--- config.mk ---
export PLATFORM = sky130hd
export DESIGN_NAME = port_irq_aggregator
export DESIGN_NICKNAME = d
export VERILOG_FILES = /design/src/shared/port_irq_pkg.sv /design/src/hw/pending_flag.sv /design/src/hw/port_irq_aggregator.sv
export SDC_FILE = /design/constraint.sdc
export NUM_CORES = 1
export LEC_CHECK = 0
export BUFFER_PORTS_ARGS = -buffer_cell sky130_fd_sc_hd__buf_2
export CORE_UTILIZATION = 38
export CTS_BUF_LIST = sky130_fd_sc_hd__clkbuf_16
export DETAILED_ROUTE_END_ITERATION = 10
export HOLD_SLACK_MARGIN = 0.06
export PLACE_DENSITY_LB_ADDON = 0.12
export SYNTH_ARGS = -nofsm -noshare
export SYNTH_HDL_FRONTEND = slang
export SYNTH_SLANG_ARGS = --single-unit
--- constraint.sdc ---
create_clock -name clk -period 2.1 [get_ports clk]
set_clock_uncertainty 0.05 [all_clocks]
set_input_delay 0.42 -clock clk [delete_from_list [all_inputs] [get_ports clk]]
set_output_delay 0.42 -clock clk [all_outputs]
set_load 0.05 [all_outputs]
--- src/shared/port_irq_pkg.sv ---
// Package with register map, field positions and reset values of the port interrupt aggregator.
package port_irq_pkg;

	// Printed register indices; byte address on the bus is four times the index.
	localparam logic [7:0] IRQ_ENABLE_CTRL_IDX = 8'h23;
	localparam logic [7:0] IRQ_PENDING_STATUS_IDX = 8'h24;
	localparam logic [7:0] IRQ_EVENT_STATUS_IDX = 8'h30;
	localparam logic [7:0] IRQ_EVENT_MASK_IDX = 8'h31;

	// Byte addresses of the registers on the bus.
	localparam logic [11:0] IRQ_ENABLE_CTRL_ADDR = {2'h0, IRQ_ENABLE_CTRL_IDX, 2'h0};
	localparam logic [11:0] IRQ_PENDING_STATUS_ADDR = {2'h0, IRQ_PENDING_STATUS_IDX, 2'h0};
	localparam logic [11:0] IRQ_EVENT_STATUS_ADDR = {2'h0, IRQ_EVENT_STATUS_IDX, 2'h0};
	localparam logic [11:0] IRQ_EVENT_MASK_ADDR = {2'h0, IRQ_EVENT_MASK_IDX, 2'h0};

	// Field positions shared by the enable and pending registers.
	localparam int RX_PORT_LSB = 0;
	localparam int RX_PORT_MSB = 3;
	localparam int TX_PORT_BIT = 4;
	localparam int GLOBAL_BIT = 7;
	localparam int SOURCE_COUNT = 5;

	// Values after reset.
	localparam logic [7:0] IRQ_ENABLE_CTRL_RESET = 8'h00;
	localparam logic [4:0] EVENT_STATUS_RESET = 5'h00;
	localparam logic [4:0] EVENT_MASK_RESET = 5'h00;

	// Bus handshake states.
	typedef enum logic [1:0] {
		BUS_IDLE = 2'b01,
		BUS_ACK = 2'b10
	} bus_state_t;

endpackage

--- src/hw/pending_flag.sv ---
// Sticky pending flag whose set wins over a clear in the same cycle.
`timescale 1ns/1ns
module pending_flag (
	input wire logic clk,
	input wire logic rstn,
	input wire logic setEvent,
	input wire logic clearEvent,
	output logic flag
);

	logic next_flag;

	// A new event keeps the flag set even when the clear arrives in the same cycle.
	always_comb begin
		next_flag = flag;
		if (clearEvent) begin
			next_flag = 1'b0;
		end
		if (setEvent) begin
			next_flag = 1'b1;
		end
	end

	// Flag register.
	always_ff @(posedge clk or negedge rstn) begin
		if (!rstn) begin
			flag <= 1'b0;
		end else begin
			flag <= next_flag;
		end
	end

endmodule

--- src/hw/port_irq_aggregator.sv ---
// Interrupt aggregator for four receive ports and one transmit port, with an APB slave.
`timescale 1ns/1ns

// Function
// - Interrupt output irqOut only while global enable set; eventIrq ignores it.
// - Per receive port enable bits 0..3.
// - Transmit port enable at bit 4.
// - Summary bit 7 set when enabled source pending.
// - Summary ignores the global enable bit.
// - Receive event sets its pending bit.
// - Receive pending clears on port status read.
// - Transmit pending set by event, cleared by read.
// - All enables cleared by reset.
module port_irq_aggregator
	import port_irq_pkg::*;
#(
	parameter int ADDR_WIDTH = 12,
	parameter int RX_PORTS = 4
) (
	input wire logic clk,
	input wire logic rstn,
	input wire logic psel,
	input wire logic penable,
	input wire logic pwrite,
	input wire logic [ADDR_WIDTH-1:0] paddr,
	input wire logic [31:0] pwdata,
	output logic [31:0] prdata,
	output logic pready,
	output logic pslverr,
	input wire logic [RX_PORTS-1:0] rxPortEvent,
	input wire logic [RX_PORTS-1:0] rxPortStatusRead,
	input wire logic txPortEvent,
	input wire logic txPortStatusRead,
	output logic irqOut,
	output logic eventIrq
);

	// Control register fields.
	logic globalIrqEnable;
	logic [RX_PORTS-1:0] rxPortIrqEnable;
	logic txPortIrqEnable;
	logic next_globalIrqEnable;
	logic [RX_PORTS-1:0] next_rxPortIrqEnable;
	logic next_txPortIrqEnable;

	// Pending flags and the derived summary.
	logic [RX_PORTS-1:0] rxPortIrqPending;
	logic txPortIrqPending;
	logic summaryIrq;

	// Sticky event status and its mask.
	logic [SOURCE_COUNT-1:0] eventStatus;
	logic [SOURCE_COUNT-1:0] eventMask;
	logic [SOURCE_COUNT-1:0] next_eventStatus;
	logic [SOURCE_COUNT-1:0] next_eventMask;
	logic [SOURCE_COUNT-1:0] sourceEvent;

	// Bus handshake state and answer registers.
	bus_state_t busState;
	bus_state_t next_busState;
	logic [31:0] next_prdata;
	logic next_pready;
	logic next_pslverr;
	logic next_irqOut;
	logic next_eventIrq;

	// Address decode and transfer qualifiers.
	logic [11:0] byteAddr;
	logic hitEnableCtrl;
	logic hitPendingStatus;
	logic hitEventStatus;
	logic hitEventMask;
	logic hitAny;
	logic setupPhase;
	logic writeCommit;
	logic [7:0] pendingStatusValue;
	logic [7:0] enableCtrlValue;
	logic accessPhase;
	logic readRequest;

	// Write strobes, the gathered source bits and the read word.
	logic writeEnableCtrl;
	logic writeEventStatus;
	logic writeEventMask;
	logic [SOURCE_COUNT-1:0] eventStatusClear;
	logic [SOURCE_COUNT-1:0] sourcePending;
	logic [SOURCE_COUNT-1:0] sourceEnable;
	logic [SOURCE_COUNT-1:0] eventActive;
	logic [3:0] hitVector;
	logic [31:0] readWord;

	// Bring the bus address to the width of the map constants.
	assign byteAddr = 12'(paddr);

	// Decode which register the current transfer addresses.
	always_comb begin
		hitEnableCtrl = (byteAddr == IRQ_ENABLE_CTRL_ADDR);
		hitPendingStatus = (byteAddr == IRQ_PENDING_STATUS_ADDR);
		hitEventStatus = (byteAddr == IRQ_EVENT_STATUS_ADDR);
		hitEventMask = (byteAddr == IRQ_EVENT_MASK_ADDR);
		hitAny = hitEnableCtrl | hitPendingStatus | hitEventStatus | hitEventMask;
	end

	// The setup phase starts a transfer; a write commits on the completing access edge.
	assign setupPhase = psel & ~penable;
	assign accessPhase = psel & penable;
	assign readRequest = setupPhase & ~pwrite;
	assign writeCommit = accessPhase & pready & pwrite & hitAny;

	// One strobe per writable register; the clear mask stays zero unless status is written.
	always_comb begin
		writeEnableCtrl = writeCommit & hitEnableCtrl;
		writeEventStatus = writeCommit & hitEventStatus;
		writeEventMask = writeCommit & hitEventMask;
		eventStatusClear = {SOURCE_COUNT{1'b0}};
		if (writeEventStatus) begin
			eventStatusClear = pwdata[SOURCE_COUNT-1:0];
		end
	end

	// One pending flag per receive port, set by its event, cleared by its status read.
	genvar gi;
	generate
		for (gi = 0; gi < RX_PORTS; gi++) begin : gen_rx_pending
			pending_flag u_rx_pending (
				.clk(clk),
				.rstn(rstn),
				.setEvent(rxPortEvent[gi]),
				.clearEvent(rxPortStatusRead[gi]),
				.flag(rxPortIrqPending[gi])
			);
		end
	endgenerate

	// Transmit port pending flag, cleared when its interrupt status is read.
	pending_flag u_tx_pending (
		.clk(clk),
		.rstn(rstn),
		.setEvent(txPortEvent),
		.clearEvent(txPortStatusRead),
		.flag(txPortIrqPending)
	);

	// Pending and enable bits gathered in register order, transmit port on top.
	always_comb begin
		sourcePending = {txPortIrqPending, rxPortIrqPending};
		sourceEnable = {txPortIrqEnable, rxPortIrqEnable};
	end

	// Summary is any pending source whose own enable is set, independent of the global bit.
	always_comb begin
		summaryIrq = |(sourcePending & sourceEnable);
	end

	// Pending status image as software sees it; reserved bits read as zero.
	always_comb begin
		pendingStatusValue = 8'h00;
		pendingStatusValue[GLOBAL_BIT] = summaryIrq;
		pendingStatusValue[RX_PORT_MSB:RX_PORT_LSB] = rxPortIrqPending;
		pendingStatusValue[TX_PORT_BIT] = txPortIrqPending;
	end

	// Enable register image; the two reserved bits read as zero.
	always_comb begin
		enableCtrlValue = 8'h00;
		enableCtrlValue[GLOBAL_BIT] = globalIrqEnable;
		enableCtrlValue[RX_PORT_MSB:RX_PORT_LSB] = rxPortIrqEnable;
		enableCtrlValue[TX_PORT_BIT] = txPortIrqEnable;
	end

	// Software writes to the enable register steer the summary and the output.
	always_comb begin
		next_globalIrqEnable = globalIrqEnable;
		next_rxPortIrqEnable = rxPortIrqEnable;
		next_txPortIrqEnable = txPortIrqEnable;
		if (writeEnableCtrl) begin
			next_globalIrqEnable = pwdata[GLOBAL_BIT];
			next_rxPortIrqEnable = pwdata[RX_PORT_MSB:RX_PORT_LSB];
			next_txPortIrqEnable = pwdata[TX_PORT_BIT];
		end
	end

	// Enable register; every enable starts cleared.
	always_ff @(posedge clk or negedge rstn) begin
		if (!rstn) begin
			globalIrqEnable <= IRQ_ENABLE_CTRL_RESET[GLOBAL_BIT];
			rxPortIrqEnable <= IRQ_ENABLE_CTRL_RESET[RX_PORT_MSB:RX_PORT_LSB];
			txPortIrqEnable <= IRQ_ENABLE_CTRL_RESET[TX_PORT_BIT];
		end else begin
			globalIrqEnable <= next_globalIrqEnable;
			rxPortIrqEnable <= next_rxPortIrqEnable;
			txPortIrqEnable <= next_txPortIrqEnable;
		end
	end

	// Each source event sets its sticky bit; writing a one clears it, but a new event wins.
	always_comb begin
		sourceEvent = {txPortEvent, rxPortEvent};
		next_eventStatus = eventStatus;
		next_eventMask = eventMask;
		next_eventStatus = eventStatus & ~eventStatusClear;
		if (writeEventMask) begin
			next_eventMask = pwdata[SOURCE_COUNT-1:0];
		end
		next_eventStatus = next_eventStatus | sourceEvent;
	end

	// Event status and mask registers.
	always_ff @(posedge clk or negedge rstn) begin
		if (!rstn) begin
			eventStatus <= EVENT_STATUS_RESET;
			eventMask <= EVENT_MASK_RESET;
		end else begin
			eventStatus <= next_eventStatus;
			eventMask <= next_eventMask;
		end
	end

	// Both interrupt outputs are refreshed on every clock.
	always_comb begin
		next_irqOut = globalIrqEnable & summaryIrq;
		eventActive = eventStatus & eventMask;
		next_eventIrq = |eventActive;
	end

	// Interrupt output registers.
	always_ff @(posedge clk or negedge rstn) begin
		if (!rstn) begin
			irqOut <= 1'b0;
			eventIrq <= 1'b0;
		end else begin
			irqOut <= next_irqOut;
			eventIrq <= next_eventIrq;
		end
	end

	// Read word for the addressed register, taken as a snapshot at the setup edge.
	always_comb begin
		hitVector = {hitEventMask, hitEventStatus, hitPendingStatus, hitEnableCtrl};
		readWord = 32'h0000_0000;
		if (readRequest) begin
			case (hitVector)
				4'b0001: begin
					readWord = {24'h00_0000, enableCtrlValue};
				end
				4'b0010: begin
					readWord = {24'h00_0000, pendingStatusValue};
				end
				4'b0100: begin
					readWord = {27'h000_0000, eventStatus};
				end
				4'b1000: begin
					readWord = {27'h000_0000, eventMask};
				end
				default: begin
					// Unmapped reads return zero alongside the error answer.
					readWord = 32'h0000_0000;
				end
			endcase
		end
	end

	// Bus handshake: read data is captured at the setup edge, and pready rises on that same edge.
	always_comb begin
		next_busState = busState;
		next_pready = 1'b0;
		next_pslverr = 1'b0;
		next_prdata = prdata;
		case (busState)
			BUS_IDLE: begin
				if (setupPhase) begin
					next_busState = BUS_ACK;
					next_pready = 1'b1;
					next_pslverr = ~hitAny;
					next_prdata = readWord;
				end
			end
			BUS_ACK: begin
				// The access completes on this edge; return to idle for the next setup.
				next_busState = BUS_IDLE;
			end
			default: begin
				next_busState = BUS_IDLE;
			end
		endcase
	end

	// Bus handshake registers.
	always_ff @(posedge clk or negedge rstn) begin
		if (!rstn) begin
			busState <= BUS_IDLE;
			pready <= 1'b0;
			pslverr <= 1'b0;
			prdata <= 32'h0000_0000;
		end else begin
			busState <= next_busState;
			pready <= next_pready;
			pslverr <= next_pslverr;
			prdata <= next_prdata;
		end
	end

endmodule

# ---- Word-level counts from Yosys, hierarchy flattened
# Cells that the tools add are included.
# W data, S select, Z words.
dict set report totals {
  register_bits 59
  in_bits 59
  out_inout_bits 36
  elab_cells 74
}
dict set report op_classes {
  n_eq_ne 10
  muxes 19
  n_bitwise 21
  reduce_logical 8
}
# operator n
set op_table {}
lappend op_table {{$eq A12 B8 Y1 const B} 4}
lappend op_table {{$pmux W8 S4} 1}
lappend op_table {{$and A5 B5 Y5} 3}
lappend op_table {{$mux W1} 14}
lappend op_table {{$and A1 B1 Y1} 10}
lappend op_table {{$reduce_bool A2 Y1} 5}
lappend op_table {{$reduce_or A5 Y1} 2}
lappend op_table {{$mux W8} 1}
lappend op_table {{$mux W5} 1}
lappend op_table {{$not A5 Y5} 1}
lappend op_table {{$or A5 B5 Y5} 1}
lappend op_table {{$eq A4 B1 Y1 const B} 1}
lappend op_table {{$eq A4 B2 Y1 const B} 1}
lappend op_table {{$eq A4 B3 Y1 const B} 1}
lappend op_table {{$eq A4 B4 Y1 const B} 1}
lappend op_table {{$mux W2} 2}
lappend op_table {{$not A1 Y1} 3}
lappend op_table {{$or A1 B1 Y1} 3}
lappend op_table {{$eq A2 B1 Y1 const B} 1}
lappend op_table {{$ne A2 B2 Y1 const B} 1}
lappend op_table {{$reduce_and A2 Y1} 1}

# ---- Longest topological paths before layout
# Gate-level depths: netlist of the first run.
dict set report logic_depth {
  depth_word 10
  mapped_depth 7
  ltp_nobuf 4
}

# ---- Hierarchy
# A second synthesis of the first run with hierarchy kept.
dict set report hier_totals {
  cells_unflattened 144
  area_unflattened_um2 1629.1
}
# mod n_inst cells_each area_per_inst_um2 seq_area_each_um2
set modules_own_cells {}
lappend modules_own_cells {port_irq_aggregator 1 129 1447.6 701.9}
lappend modules_own_cells {pending_flag 5 3 36.3 25.0}

# ---- Least setup slack after synthesis of the first run
# No wires, ideal clock.
dict set report synth_timing {
  path_kind {input to register}
  startpoint {input port paddr[11]}
  endpoint {register globalIrqEnable}
  setup_time_ns 0.125
  arrival_ns 1.979
  required_time_ns 1.925
  slack_ns -0.054
  stages 6
  n_path_buf 2
  path_cell_list {or4_1 -> clkbuf_1 -> nor4_1 -> and2_1 -> buf_2 -> mux2_2}
}
dict set report synth_via {
  elab_chain_len 6
  elab_cells_between_ends 9
  classes_between {eq/ne: 4; bitwise: 5}
}
# item line_no
set synth_rtl {}
lappend synth_rtl {{start: declaration} port_irq_aggregator.sv:25} ;# input wire logic [ADDR_WIDTH-1:0] paddr,
lappend synth_rtl {{$eq A12 B8 Y1, on equally long branches} {port_irq_aggregator.sv:97, port_irq_aggregator.sv:98}}
lappend synth_rtl {{$or A1 B1 Y1 (3 in a row)} port_irq_aggregator.sv:101} ;# hitAny = hitEnableCtrl | hitPendingStatus | hitEventStatus | hitEventMask;
lappend synth_rtl {{$and A1 B1 Y1} port_irq_aggregator.sv:108} ;# assign writeCommit = accessPhase & pready & pwrite & hitAny;
lappend synth_rtl {{$and A1 B1 Y1 (*)} port_irq_aggregator.sv:112} ;# writeEnableCtrl = writeCommit & hitEnableCtrl;
lappend synth_rtl {{end signal: assignment} port_irq_aggregator.sv:186} ;# globalIrqEnable <= IRQ_ENABLE_CTRL_RESET[GLOBAL_BIT];
lappend synth_rtl {{end signal: assignment} port_irq_aggregator.sv:190} ;# globalIrqEnable <= next_globalIrqEnable;
lappend synth_rtl {{end: declaration} port_irq_aggregator.sv:39} ;# logic globalIrqEnable;
# Mark *: on every way between the ends. The rest lies on a longest branch, timed or not.
# A chain may end at the register's enable or synchronous reset.

# ---- Final worst setup path of the first run
dict set report layout_timing {
  startpoint {input port paddr[11]}
  endpoint {register rxPortIrqEnable[2]}
}
dict set report layout_via {
  elab_chain_len 6
  elab_cells_between_ends 9
  classes_between {eq/ne: 4; bitwise: 5}
}
# item line_no
set layout_rtl {}
lappend layout_rtl {{$eq A12 B8 Y1, on equally long branches} {port_irq_aggregator.sv:97, port_irq_aggregator.sv:98}}
lappend layout_rtl {{$or A1 B1 Y1 (3 in a row)} port_irq_aggregator.sv:101}
lappend layout_rtl {{$and A1 B1 Y1} port_irq_aggregator.sv:108}
lappend layout_rtl {{$and A1 B1 Y1 (*)} port_irq_aggregator.sv:112}
lappend layout_rtl {{end signal: assignment} port_irq_aggregator.sv:187} ;# rxPortIrqEnable <= IRQ_ENABLE_CTRL_RESET[RX_PORT_MSB:RX_PORT_LSB];
lappend layout_rtl {{end signal: assignment} port_irq_aggregator.sv:191} ;# rxPortIrqEnable <= next_rxPortIrqEnable;
lappend layout_rtl {{end: declaration} port_irq_aggregator.sv:40} ;# logic [RX_PORTS-1:0] rxPortIrqEnable;
# Marked as above.

==> metrics.md, run 1 <==
| Metric | Value |
|---|---|
| Largest family of logic cells by synthesized area | `simple AND/OR/NAND/NOR gates` |
| VDD IR-drop max | `0.348 mV` |
| Worst-skew pair later-pin latency | `0.27 ns` |
| CP arrival | `2.08 ns` |
| Final period utilization | `93.9%` |
| Metal-1 WL | `2110 um` |
| Hpwl dp | `3270 um` |
| Met2 wire len | `2010 um` |
| Simple-Gate Fraction of Synth Area | `26.7%` |
| # setup viols final | `0` |
| Met3 wire length | `153 um` |
| CP Capture Type | `register` |
| Max layer used | `met4` |
| Top cell type's share of synthesized area | `40.9%` |
| Max Cap Viol | `0` |
| First-pass detailed-route iteration total | `4` |
| Reg-to-Reg End | `prdata[3]` |
| H-tree depth | `2` |
| Post-synthesis adder-cell area fraction | `0%` |
| Crit Path Max Fanout | `5` |
| R2R depth | `4` |
| Global-route wire length before repair | `6980 um` |
| Largest net degree at the start of global routing | `34` |
| RSZ-0062 raised after global routing | `false` |
| Die Span Y | `73.7 um` |
| DR iter-0 viols | `62` |
| Antenna Nets Post-Route | `0` |
| DIE AREA | `5440 sq um` |
| Initial antenna violation count | `0` |
| CP startpoint | `paddr[11]` |
| Achievable clock frequency | `0.507 GHz` |
| Worst path depth | `6` |
| Nets | `306` |
| Antenna Cells | `0` |
| Final wirelength | `4310 um` |
| Run status | `finished clean` |
| Pwr dens | `657 nW/um^2` |
| Worst Hold Class | `in2async` |
| Setup slack, reg-to-reg | `0.56 ns` |
| Global route total overflow | `0` |
| Row cnt | `25` |
| Post-Syn Instances | `198` |
| Layout cells sized above 1 | `32.8%` |
| Unique cell type count in the Yosys netlist | `35` |
| Crit-path slowest cell | `or4_4` |
| I/O Pins | `95` |
| Worst Setup Start Kind | `input port` |
| Core area | `4850 sq um` |
| Multiplexer share of the synthesized area | `6.33%` |
| Clock slew at reported path FFs | `0.05 ns` |
| Critical path class | `in2reg` |
| Max stage delay on crit path | `0.57 ns` |
| Post-Syn Area per Cell | `9.88 sq um` |
| Final hold violation count | `0` |
| Post-synthesis xor/xnor area fraction | `0%` |
| Die width | `73.7 um` |
| Cell area after layout | `2360 sq um` |
| Worst-path cell chain | `buf_2, or4_4, nor4_2, and2_1, buf_4, mux2_2` |
| Area growth syn-to-layout | `20.6%` |
| Residual DRC | `0` |
| Setup crit end | `rxPortIrqEnable[2]` |
| Seq/Total Area, Yosys | `42.3%` |
| Clock Tree Root | `clkbuf_16` |
| Rel. slew slack | `52.6%` |
| Buffers from clock root to sink, at most | `2` |
| # fillers | `482` |
| Synth area leaders | `dfrtp_1, buf_4, nor4_1, mux2_2, nand4b_1` |
| Reg-to-Reg Start | `busState[0]` |
| Measured slew at the worst slew-check pin | `0.711 ns` |
| CP top delay family | `simple AND/OR/NAND/NOR gates` |
| CTS Buf Count | `5` |
| Compound-Gate Fraction of Synth Area | `9.53%` |
| Vias per inst | `4.93` |
| Final worst path period need | `1.97 ns` |
| FF+latch count, synth | `33` |
| Buf/Inv on CP | `2` |
| Vias in the first global route | `1388` |
| CTS tree | `done` |
| Detailed-route wire length per cell | `13.7 um` |
| Port bufs | `42` |
| Area post-placement | `2220 sq um` |
| GRT Util Overall | `17.3%` |
| Synthesized area | `1960 sq um` |
| Starting Density | `40.3%` |
| Synth warnings | `0` |
| Fin. max-slew vios | `0` |
| Tot Pwr | `1550 uW` |
| Static leakage | `0.00110 uW` |
| Clk sinks | `33` |
| Via count | `1549` |
| Worst Path Required | `2.20 ns` |
| Hold buffers post-CTS | `0` |
| Synth area leader | `dfrtp_1` |
| Placer Congestion | `0.781` |
## synth_stat cells
master	number
or4bb_1	5
dfrtp_1	32
inv_1	8
or4b_4	1
and2_1	2
dfstp_2	1
o21bai_1	2
or3_1	1
o21ai_0	1
mux2_2	11
nand2b_1	3
nor4_1	21
clkbuf_1	14
a22oi_1	3
nand3b_1	3
nor3b_1	1
nor4_2	1
a21o_1	8
nor2_1	3
and3b_1	1
buf_2	3
conb_1	1
buf_4	26
nand3_1	5
nand4b_1	10
or2_0	1
o21ai_1	6
and4_1	2
nor3_1	4
o31ai_1	1
nand2_1	8
a222oi_1	2
or4_1	3
nand4bb_1	1
a2111oi_0	3
## flip-flops by register name, summed over array words and instances (netlist names)
signal / count
globalIrqEnable: 1
gen_rx_pending.u_rx_pending.flag: 4
pready: 1
rxPortIrqEnable: 4
u_tx_pending.flag: 1
irqOut: 1
txPortIrqEnable: 1
pslverr: 1
eventMask: 5
eventIrq: 1
prdata: 6
busState: 2
eventStatus: 5
## area by class of cell
| cell class | instances | area [sq um] | share of cell area [%] |
|---|---|---|---|
| inverter | 8 | 30.0 | 1.27 |
| sequential | 33 | 827 | 35.1 |
| clock inverter | 2 | 7.51 | 0.318 |
| tap | 67 | 83.8 | 3.55 |
| multi-input combinational | 139 | 940 | 39.8 |
| timing repair buffer | 60 | 345 | 14.6 |
| clock buffer | 5 | 125 | 5.31 |
## worst register-to-register path, delay by kind of cell, from the launching register on
kind	cells	cell delay, ns
simple gates	3	0.75
flops	1	0.51
compound gates	1	0.15
## routing by layer
metal	GRT usage (%)	vias up
li1	-	777
met1	23.9	726
met2	26.5	42
met3	4.25	4
met4	5.77	0
met5	0	-
## worst min path at each step
stage               cells past startpoint  startpoint           to  slack [ns]
finish                                  1        rstn    prdata[1]        0.15
detailed placement                      2   prdata[1]    prdata[1]        0.42
CTS                                     1        rstn    prdata[1]        0.19
floorplan                               0        rstn  busState[1]        0.07
global placement                        2   prdata[4]    prdata[4]        0.41
global route                            1        rstn    prdata[1]        0.21
## timing repair
item,CTS,global route
setup buffers,0,0
gates resized for setup,0,1
setup endpoints to repair,0,4
## kinds of logic after synthesis
group | after synthesis
other | 1
AOI/OAI and AO/OA | 26
buffers and inverters | 51
muxes | 11
DFF | 33
and+or+nand+nor | 76
## metrics by stage
stage	instances	hold WS [ns]	utilization [%]	setup TNS (ns)	setup WS, ns
after floorplan	223	0.0744	-	-0.0425	-0.00850
after global placement	307	0.415	45.8	-3.51	-0.238
after detailed placement	307	0.422	45.8	-3.52	-0.247
after CTS	314	0.194	48.6	0	0.0266
after global routing	314	0.215	48.6	0	0.0509
final	314	0.154	48.6	0	0.127
## power by group
part           internal (uW)  switching (uW)  total (uW)
Combinational           54.2             182         237
Sequential               649            6.98         656
Clock                    422             235         657
## cells in the final DEF (no fill, tap or decap), types with 2 or more instances in the layout
cell type and instances:
a22oi_1 3, a21o_1 8, or4_1 2, nor2_1 3, o21ai_1 6, inv_1 9, a222oi_1 2, mux2_2 11
clkbuf_16 5, o21bai_1 2, nor4_2 2, nand4b_1 10, nand2_1 8, conb_1 26, or4bb_1 5, dfrtp_1 32
and4_1 2, buf_4 18, and2_1 2, nor3_1 4, buf_2 42, a2111oi_0 3, nor4_1 20, nand3b_1 3
nand3_1 5, nand2b_1 3
Power figures use the tool's default switching activity.
==> inputs of run 2 (changes only) <==
--- a/config.mk
+++ b/config.mk
@@ -5,6 +5,7 @@
 export SDC_FILE = /design/constraint.sdc
 export NUM_CORES = 1
 export LEC_CHECK = 0
+export ABC_AREA = 1
 export BUFFER_PORTS_ARGS = -buffer_cell sky130_fd_sc_hd__buf_2
 export CORE_UTILIZATION = 38
 export CTS_BUF_LIST = sky130_fd_sc_hd__clkbuf_16
==> metrics.md, run 2 <==
| Metric | Value |
|---|---|
| Unique cell type count in the Yosys netlist | `27` |
| CP top delay family | `simple AND/OR/NAND/NOR gates` |
| First-pass detailed-route iteration total | `4` |
| Crit-path slowest cell | `nor2_8` |
| DR iter-0 viols | `61` |
| I/O Pins | `95` |
| Vias per inst | `4.35` |
| Combinational power share | `13.7%` |
| Most frequent cells in the layout | `nand2_1, buf_2, inv_1, dfrtp_1, conb_1` |
| Core area | `4880 sq um` |
| H-tree depth | `2` |
| Detailed-route wire length per cell | `10.8 um` |
| Post-CTS Setup Inserts | `0` |
| VDD IR-drop max | `0.422 mV` |
| Synth warnings | `0` |
| FFs w/ async S/R, synth | `100%` |
| # setup viols final | `0` |
| Flop pwr share | `43.0%` |
| Fin worst setup slack | `0.615 ns` |
| Buf/Inv on CP | `1` |
| Hold buffers post-CTS | `0` |
| Global route total overflow | `0` |
| FF+latch count, synth | `33` |
| Synthesized area | `1990 sq um` |
| Via count | `1606` |
| Starting Density | `40.7%` |
| Psw | `419 uW` |
| Final worst path period need | `1.49 ns` |
| Top cell type's share of synthesized area | `40.3%` |
| EDFF count, synth | `0` |
| Run status | `finished clean` |
| Final wirelength | `3990 um` |
| Largest net degree at the start of global routing | `34` |
| Synth area leaders | `dfrtp_1, nand2_1, buf_4, inv_1, nand3_1` |
| Biggest register | `prdata` |
| Pre-CTS worst setup slack | `0.306 ns` |
| Antenna Cells | `0` |
| CP arrival | `1.60 ns` |
| Final period utilization | `70.7%` |
| Die Span Y | `74.3 um` |
| Fin. max-slew vios | `0` |
| Post-Syn Area per Cell | `7.80 sq um` |
| Post-Syn Instances | `255` |
| Final hold slack | `0.159 ns` |
| Final hold violation count | `0` |
| Buffers from clock root to sink, at most | `2` |
| Vias in the first global route | `1464` |
| CP Capture Type | `register` |
| CTS Buf Count | `5` |
| Worst Setup Start Kind | `input port` |
| Global-route wire length before repair | `6610 um` |
| Ys flop type | `dfrtp_1` |
| Worst Path Required | `2.21 ns` |
| Worst path depth | `9` |
| Fin Setup TNS | `0 ns` |
| Nets | `361` |
| Clk sinks | `33` |
| Leading registers by flop count | `prdata: 6 flops, eventMask: 5 flops, eventStatus: 5 flops` |
| Clock Tree Root | `clkbuf_16` |
| GRT Util Overall | `16.5%` |
| Cts repair resizes | `0` |
| Crit Path Max Fanout | `13` |
| Pwr dens | `667 nW/um^2` |
| Max reg flops | `6` |
| Worst Hold Class | `in2async` |
| Power share of the clock group | `43.4%` |
| Critical path class | `in2reg` |
| Max stage delay on crit path | `0.22 ns` |
| Worst-skew pair later-pin latency | `0.28 ns` |
| DIE AREA | `5520 sq um` |
| Area growth syn-to-layout | `15.2%` |
| Measured slew at the worst slew-check pin | `0.750 ns` |
| Placer Congestion | `0.758` |
| Int Pwr | `1110 uW` |
| Port bufs | `42` |
| Initial antenna violation count | `0` |
| R2R depth | `5` |
| Antenna Nets Post-Route | `0` |
| Rel. slew slack | `50.0%` |
| Count leader, synth | `nand2_1` |
| Hpwl dp | `3060 um` |
| Residual DRC | `0` |
| Max Cap Viol | `0` |
| Row cnt | `25` |
| Most common cell after layout, fill and taps aside | `nand2_1` |
| Achievable clock frequency | `0.673 GHz` |
| Synth area leader | `dfrtp_1` |
| Clock slew at reported path FFs | `0.05 ns` |
| Sw frac | `27.4%` |
| Seq/Total Area, Yosys | `41.6%` |
| Layout cells sized above 1 | `24.8%` |
| Die width | `74.3 um` |
| Static leakage | `0.00132 uW` |
| Most frequent CP cell | `nand2_1` |
| RSZ-0062 raised after global routing | `false` |
| Worst-path cell chain | `buf_2, nor2_2, nand2_4, nor2_8, o21ai_2, nand2_2, nand3_4, nand2_1, nand2_1` |
| CTS tree | `done` |
| Synth cell count leaders | `nand2_1, dfrtp_1, inv_1, buf_4, nand3_1` |
## run 2: final timing paths
path,startpoint,end,slack (ns)
min in group clk,rxPortStatusRead[0],gen_rx_pending[0].u_rx_pending.flag,0.28
max,paddr[9],rxPortIrqEnable[0],0.61
min,rstn,pready,0.16
min reg2reg,prdata[7],prdata[7],0.43
max in group asynchronous,rstn,rxPortIrqEnable[2],1.36
max reg2reg,pready,eventStatus[3],0.74
## run 2: area by class of cell
class	instances	area [sq um]
multi-input cells	181	883
repair buffers	44	225
well taps	67	83.8
flip-flops and latches	33	827
inverters	37	139
clock inverters	2	7.51
fillers	547	2590
clock buffers	5	125
## run 2: power by group through the flow
stage / sequential [uW] / clock (uW) / combinational, uW
2_1_floorplan: 673 / 0 / 183
4_1_cts: 657 / 682 / 210
3_5_place_dp: 667 / 0 / 210
5_1_grt: 657 / 716 / 228
3_3_place_gp: 667 / 0 / 209
6_report: 657 / 663 / 209
## run 2: cells by family (layout without fill, tap and decap cells)
logic type,count (synthesis),in the layout,synth area share [%]
AO/OA/AOI/OAI,20,20,5.92
buffers and inverters,66,88,18.7
flip-flops,33,33,41.6
other,1,26,0.189
AND/OR/NAND/NOR,135,135,33.6
## run 2: metrics by stage
step	total power (uW)	cell area [sq um]	instances	util, %
after floorplan	856	2080	280	-
after global placement	876	2160	362	44.2
after detailed placement	877	2160	362	44.2
after CTS	1550	2290	369	46.9
after global routing	1600	2290	369	46.9
final	1530	2290	369	46.9
## run 2: per-layer routing
layer | GRT usage (%) | vias up | part of all wire [%]
met3 | 3.66 | 7 | 5.2
met5 | 0 | - | 0
met4 | 6.29 | 0 | 1.2
li1 | - | 830 | -
met1 | 20.9 | 718 | 49
met2 | 27.4 | 51 | 45
==> inputs of run 3 (changes only) <==
==> constraint.sdc (replaced) <==
create_clock -name clk -period 1.47 [get_ports clk]
set_clock_uncertainty 0.05 [all_clocks]
set_input_delay 0.294 -clock clk [delete_from_list [all_inputs] [get_ports clk]]
set_output_delay 0.294 -clock clk [all_outputs]
set_load 0.05 [all_outputs]
==> metrics.md, run 3 (same netlist as run 2, synthesis figures left out) <==
| Metric | Value |
|---|---|
| Max layer used | `met4` |
| Global-route wire length before repair | `6330 um` |
| First-pass detailed-route iteration total | `4` |
| Static leakage | `0.00138 uW` |
| H-tree depth | `2` |
| Core area | `4880 sq um` |
| Inst Count DP | `370` |
| Metal-1 WL | `1870 um` |
| Most frequent cells in the layout | `nand2_1, buf_2, inv_1, dfrtp_1, conb_1` |
| Biggest register | `prdata` |
| Critical path class | `reg2reg` |
| Achievable clock frequency | `0.744 GHz` |
| Worst-skew pair later-pin latency | `0.27 ns` |
| DIE AREA | `5520 sq um` |
| Clk sinks | `33` |
| Most common cell after layout, fill and taps aside | `nand2_1` |
| Vias per inst | `4.27` |
| Non-filler cells in the finished layout | `379` |
| Area post-placement | `2240 sq um` |
| Largest net degree at the start of global routing | `21` |
| Area growth syn-to-layout | `20.3%` |
| VDD IR-drop max | `0.625 mV` |
| Global route total overflow | `0` |
| Tot Pwr | `2200 uW` |
| Pwr dens | `919 nW/um^2` |
| Antenna Nets Post-Route | `0` |
| Max reg flops | `6` |
| Residual DRC | `0` |
| Pre-CTS worst setup slack | `-0.00781 ns` |
| Hpwl dp | `3120 um` |
| Max Cap Viol | `0` |
| Final worst path period need | `1.34 ns` |
| Buffers from clock root to sink, at most | `2` |
| Cell area after layout | `2390 sq um` |
| Final period utilization | `91.4%` |
| Fin. max-slew vios | `0` |
| RSZ-0062 raised after global routing | `false` |
| Row cnt | `25` |
| Worst Setup Start Kind | `register` |
| Fin worst setup slack | `0.126 ns` |
| Final wirelength | `3930 um` |
| Antenna Cells | `0` |
| Worst Path Required | `1.63 ns` |
| CTS tree | `done` |
| Port bufs | `42` |
| Die width | `74.3 um` |
| Fin Setup TNS | `0 ns` |
| Starting Density | `40.7%` |
| Placer Congestion | `0.766` |
| Layout cells sized above 1 | `26.9%` |
| Worst Hold Class | `in2reg` |
| Met3 wire length | `171 um` |
| Final hold violation count | `0` |
| CP Capture Type | `register` |
| Nets | `370` |
| Run status | `finished clean` |
| Leading registers by flop count | `prdata: 6 flops, eventMask: 5 flops, eventStatus: 5 flops` |
| Clock Tree Root | `clkbuf_16` |
| Crit Path Max Fanout | `6` |
| Clock slew at reported path FFs | `0.05 ns` |
| Die Span Y | `74.3 um` |
| Met2 wire len | `1840 um` |
| Cts repair resizes | `0` |
| Detailed-route wire length per cell | `10.4 um` |
| Vias in the first global route | `1457` |
| GRT Util Overall | `15.6%` |
| CTS Buf Count | `5` |
| CP arrival | `1.51 ns` |
| I/O Pins | `95` |
| Initial antenna violation count | `0` |
| DR iter-0 viols | `57` |
| Via count | `1619` |
| # setup viols final | `0` |
run 3: cell types whose count changed in the layout (fill, tap and decap cells not counted), sizes merged:
cell,before,now
inv,37,39
buf,44,52
dlygate4sd3,0,1
clkinv,2,1
run 3: final cells by class:
cell class	instances	area, sq um
well taps	67	83.8
clock buffers	5	125
repair buffers	53	320
multi-input cells	181	883
flip-flops and latches	33	828
fillers	529	2490
inverters	37	139
clock inverters	3	11.3
run 3: path summary, 6_finish.rpt:
| kind | start | slack, ns | endpoint | depth (start not counted) |
|---|---|---|---|---|
| worst min-delay path | rxPortStatusRead[2] | 0.15 | gen_rx_pending[2].u_rx_pending.flag | 2 |
| worst max register to register | busState[0] | 0.13 | prdata[4] | 6 |
| max in group asynchronous | rstn | 0.55 | eventMask[0] | 3 |
| worst max-delay path | busState[0] | 0.13 | prdata[4] | 6 |
| min in group asynchronous | rstn | 0.41 | busState[1] | 2 |
| worst min register to register | prdata[0] | 0.42 | prdata[0] | 2 |
run 3: power by group:
| group | internal, uW | total, uW | switching, uW |
|---|---|---|---|
| registers | 928 | 939 | 11.4 |
| logic | 63.8 | 310 | 246 |
| clock network | 607 | 948 | 341 |
| total | 1600 | 2200 | 599 |
run 3: metal layers:
| layer | vias up | GRT usage, % |
|---|---|---|
| met4 | 0 | 5.03 |
| met5 | - | 0 |
| met2 | 43 | 26.8 |
| met3 | 8 | 3.79 |
| li1 | 860 | - |
| met1 | 708 | 19.3 |
run 3: per-stage QoR:
stage | hold WS (ns) | util, %
floorplan | -0.0516 | -
global placement | 0.170 | 46.0
detailed placement | 0.167 | 46.0
CTS | 0.149 | 49.0
global route | 0.165 | 49.0
finish | 0.149 | 49.0
run 3: repair_timing:
item,4_1_cts,5_1_grt
hold buffers,1,0
setup buffers,0,0
endpoints found under the hold margin,12,0
run 3: worst max-delay path, cell delays in order, from the launching register on:
cell	delay [ns]
dfstp_2	0.51
nand2_1	0.06
nor2_1	0.18
nand2_1	0.09
a21oi_2	0.24
nand2_1	0.10
nand2_1	0.06
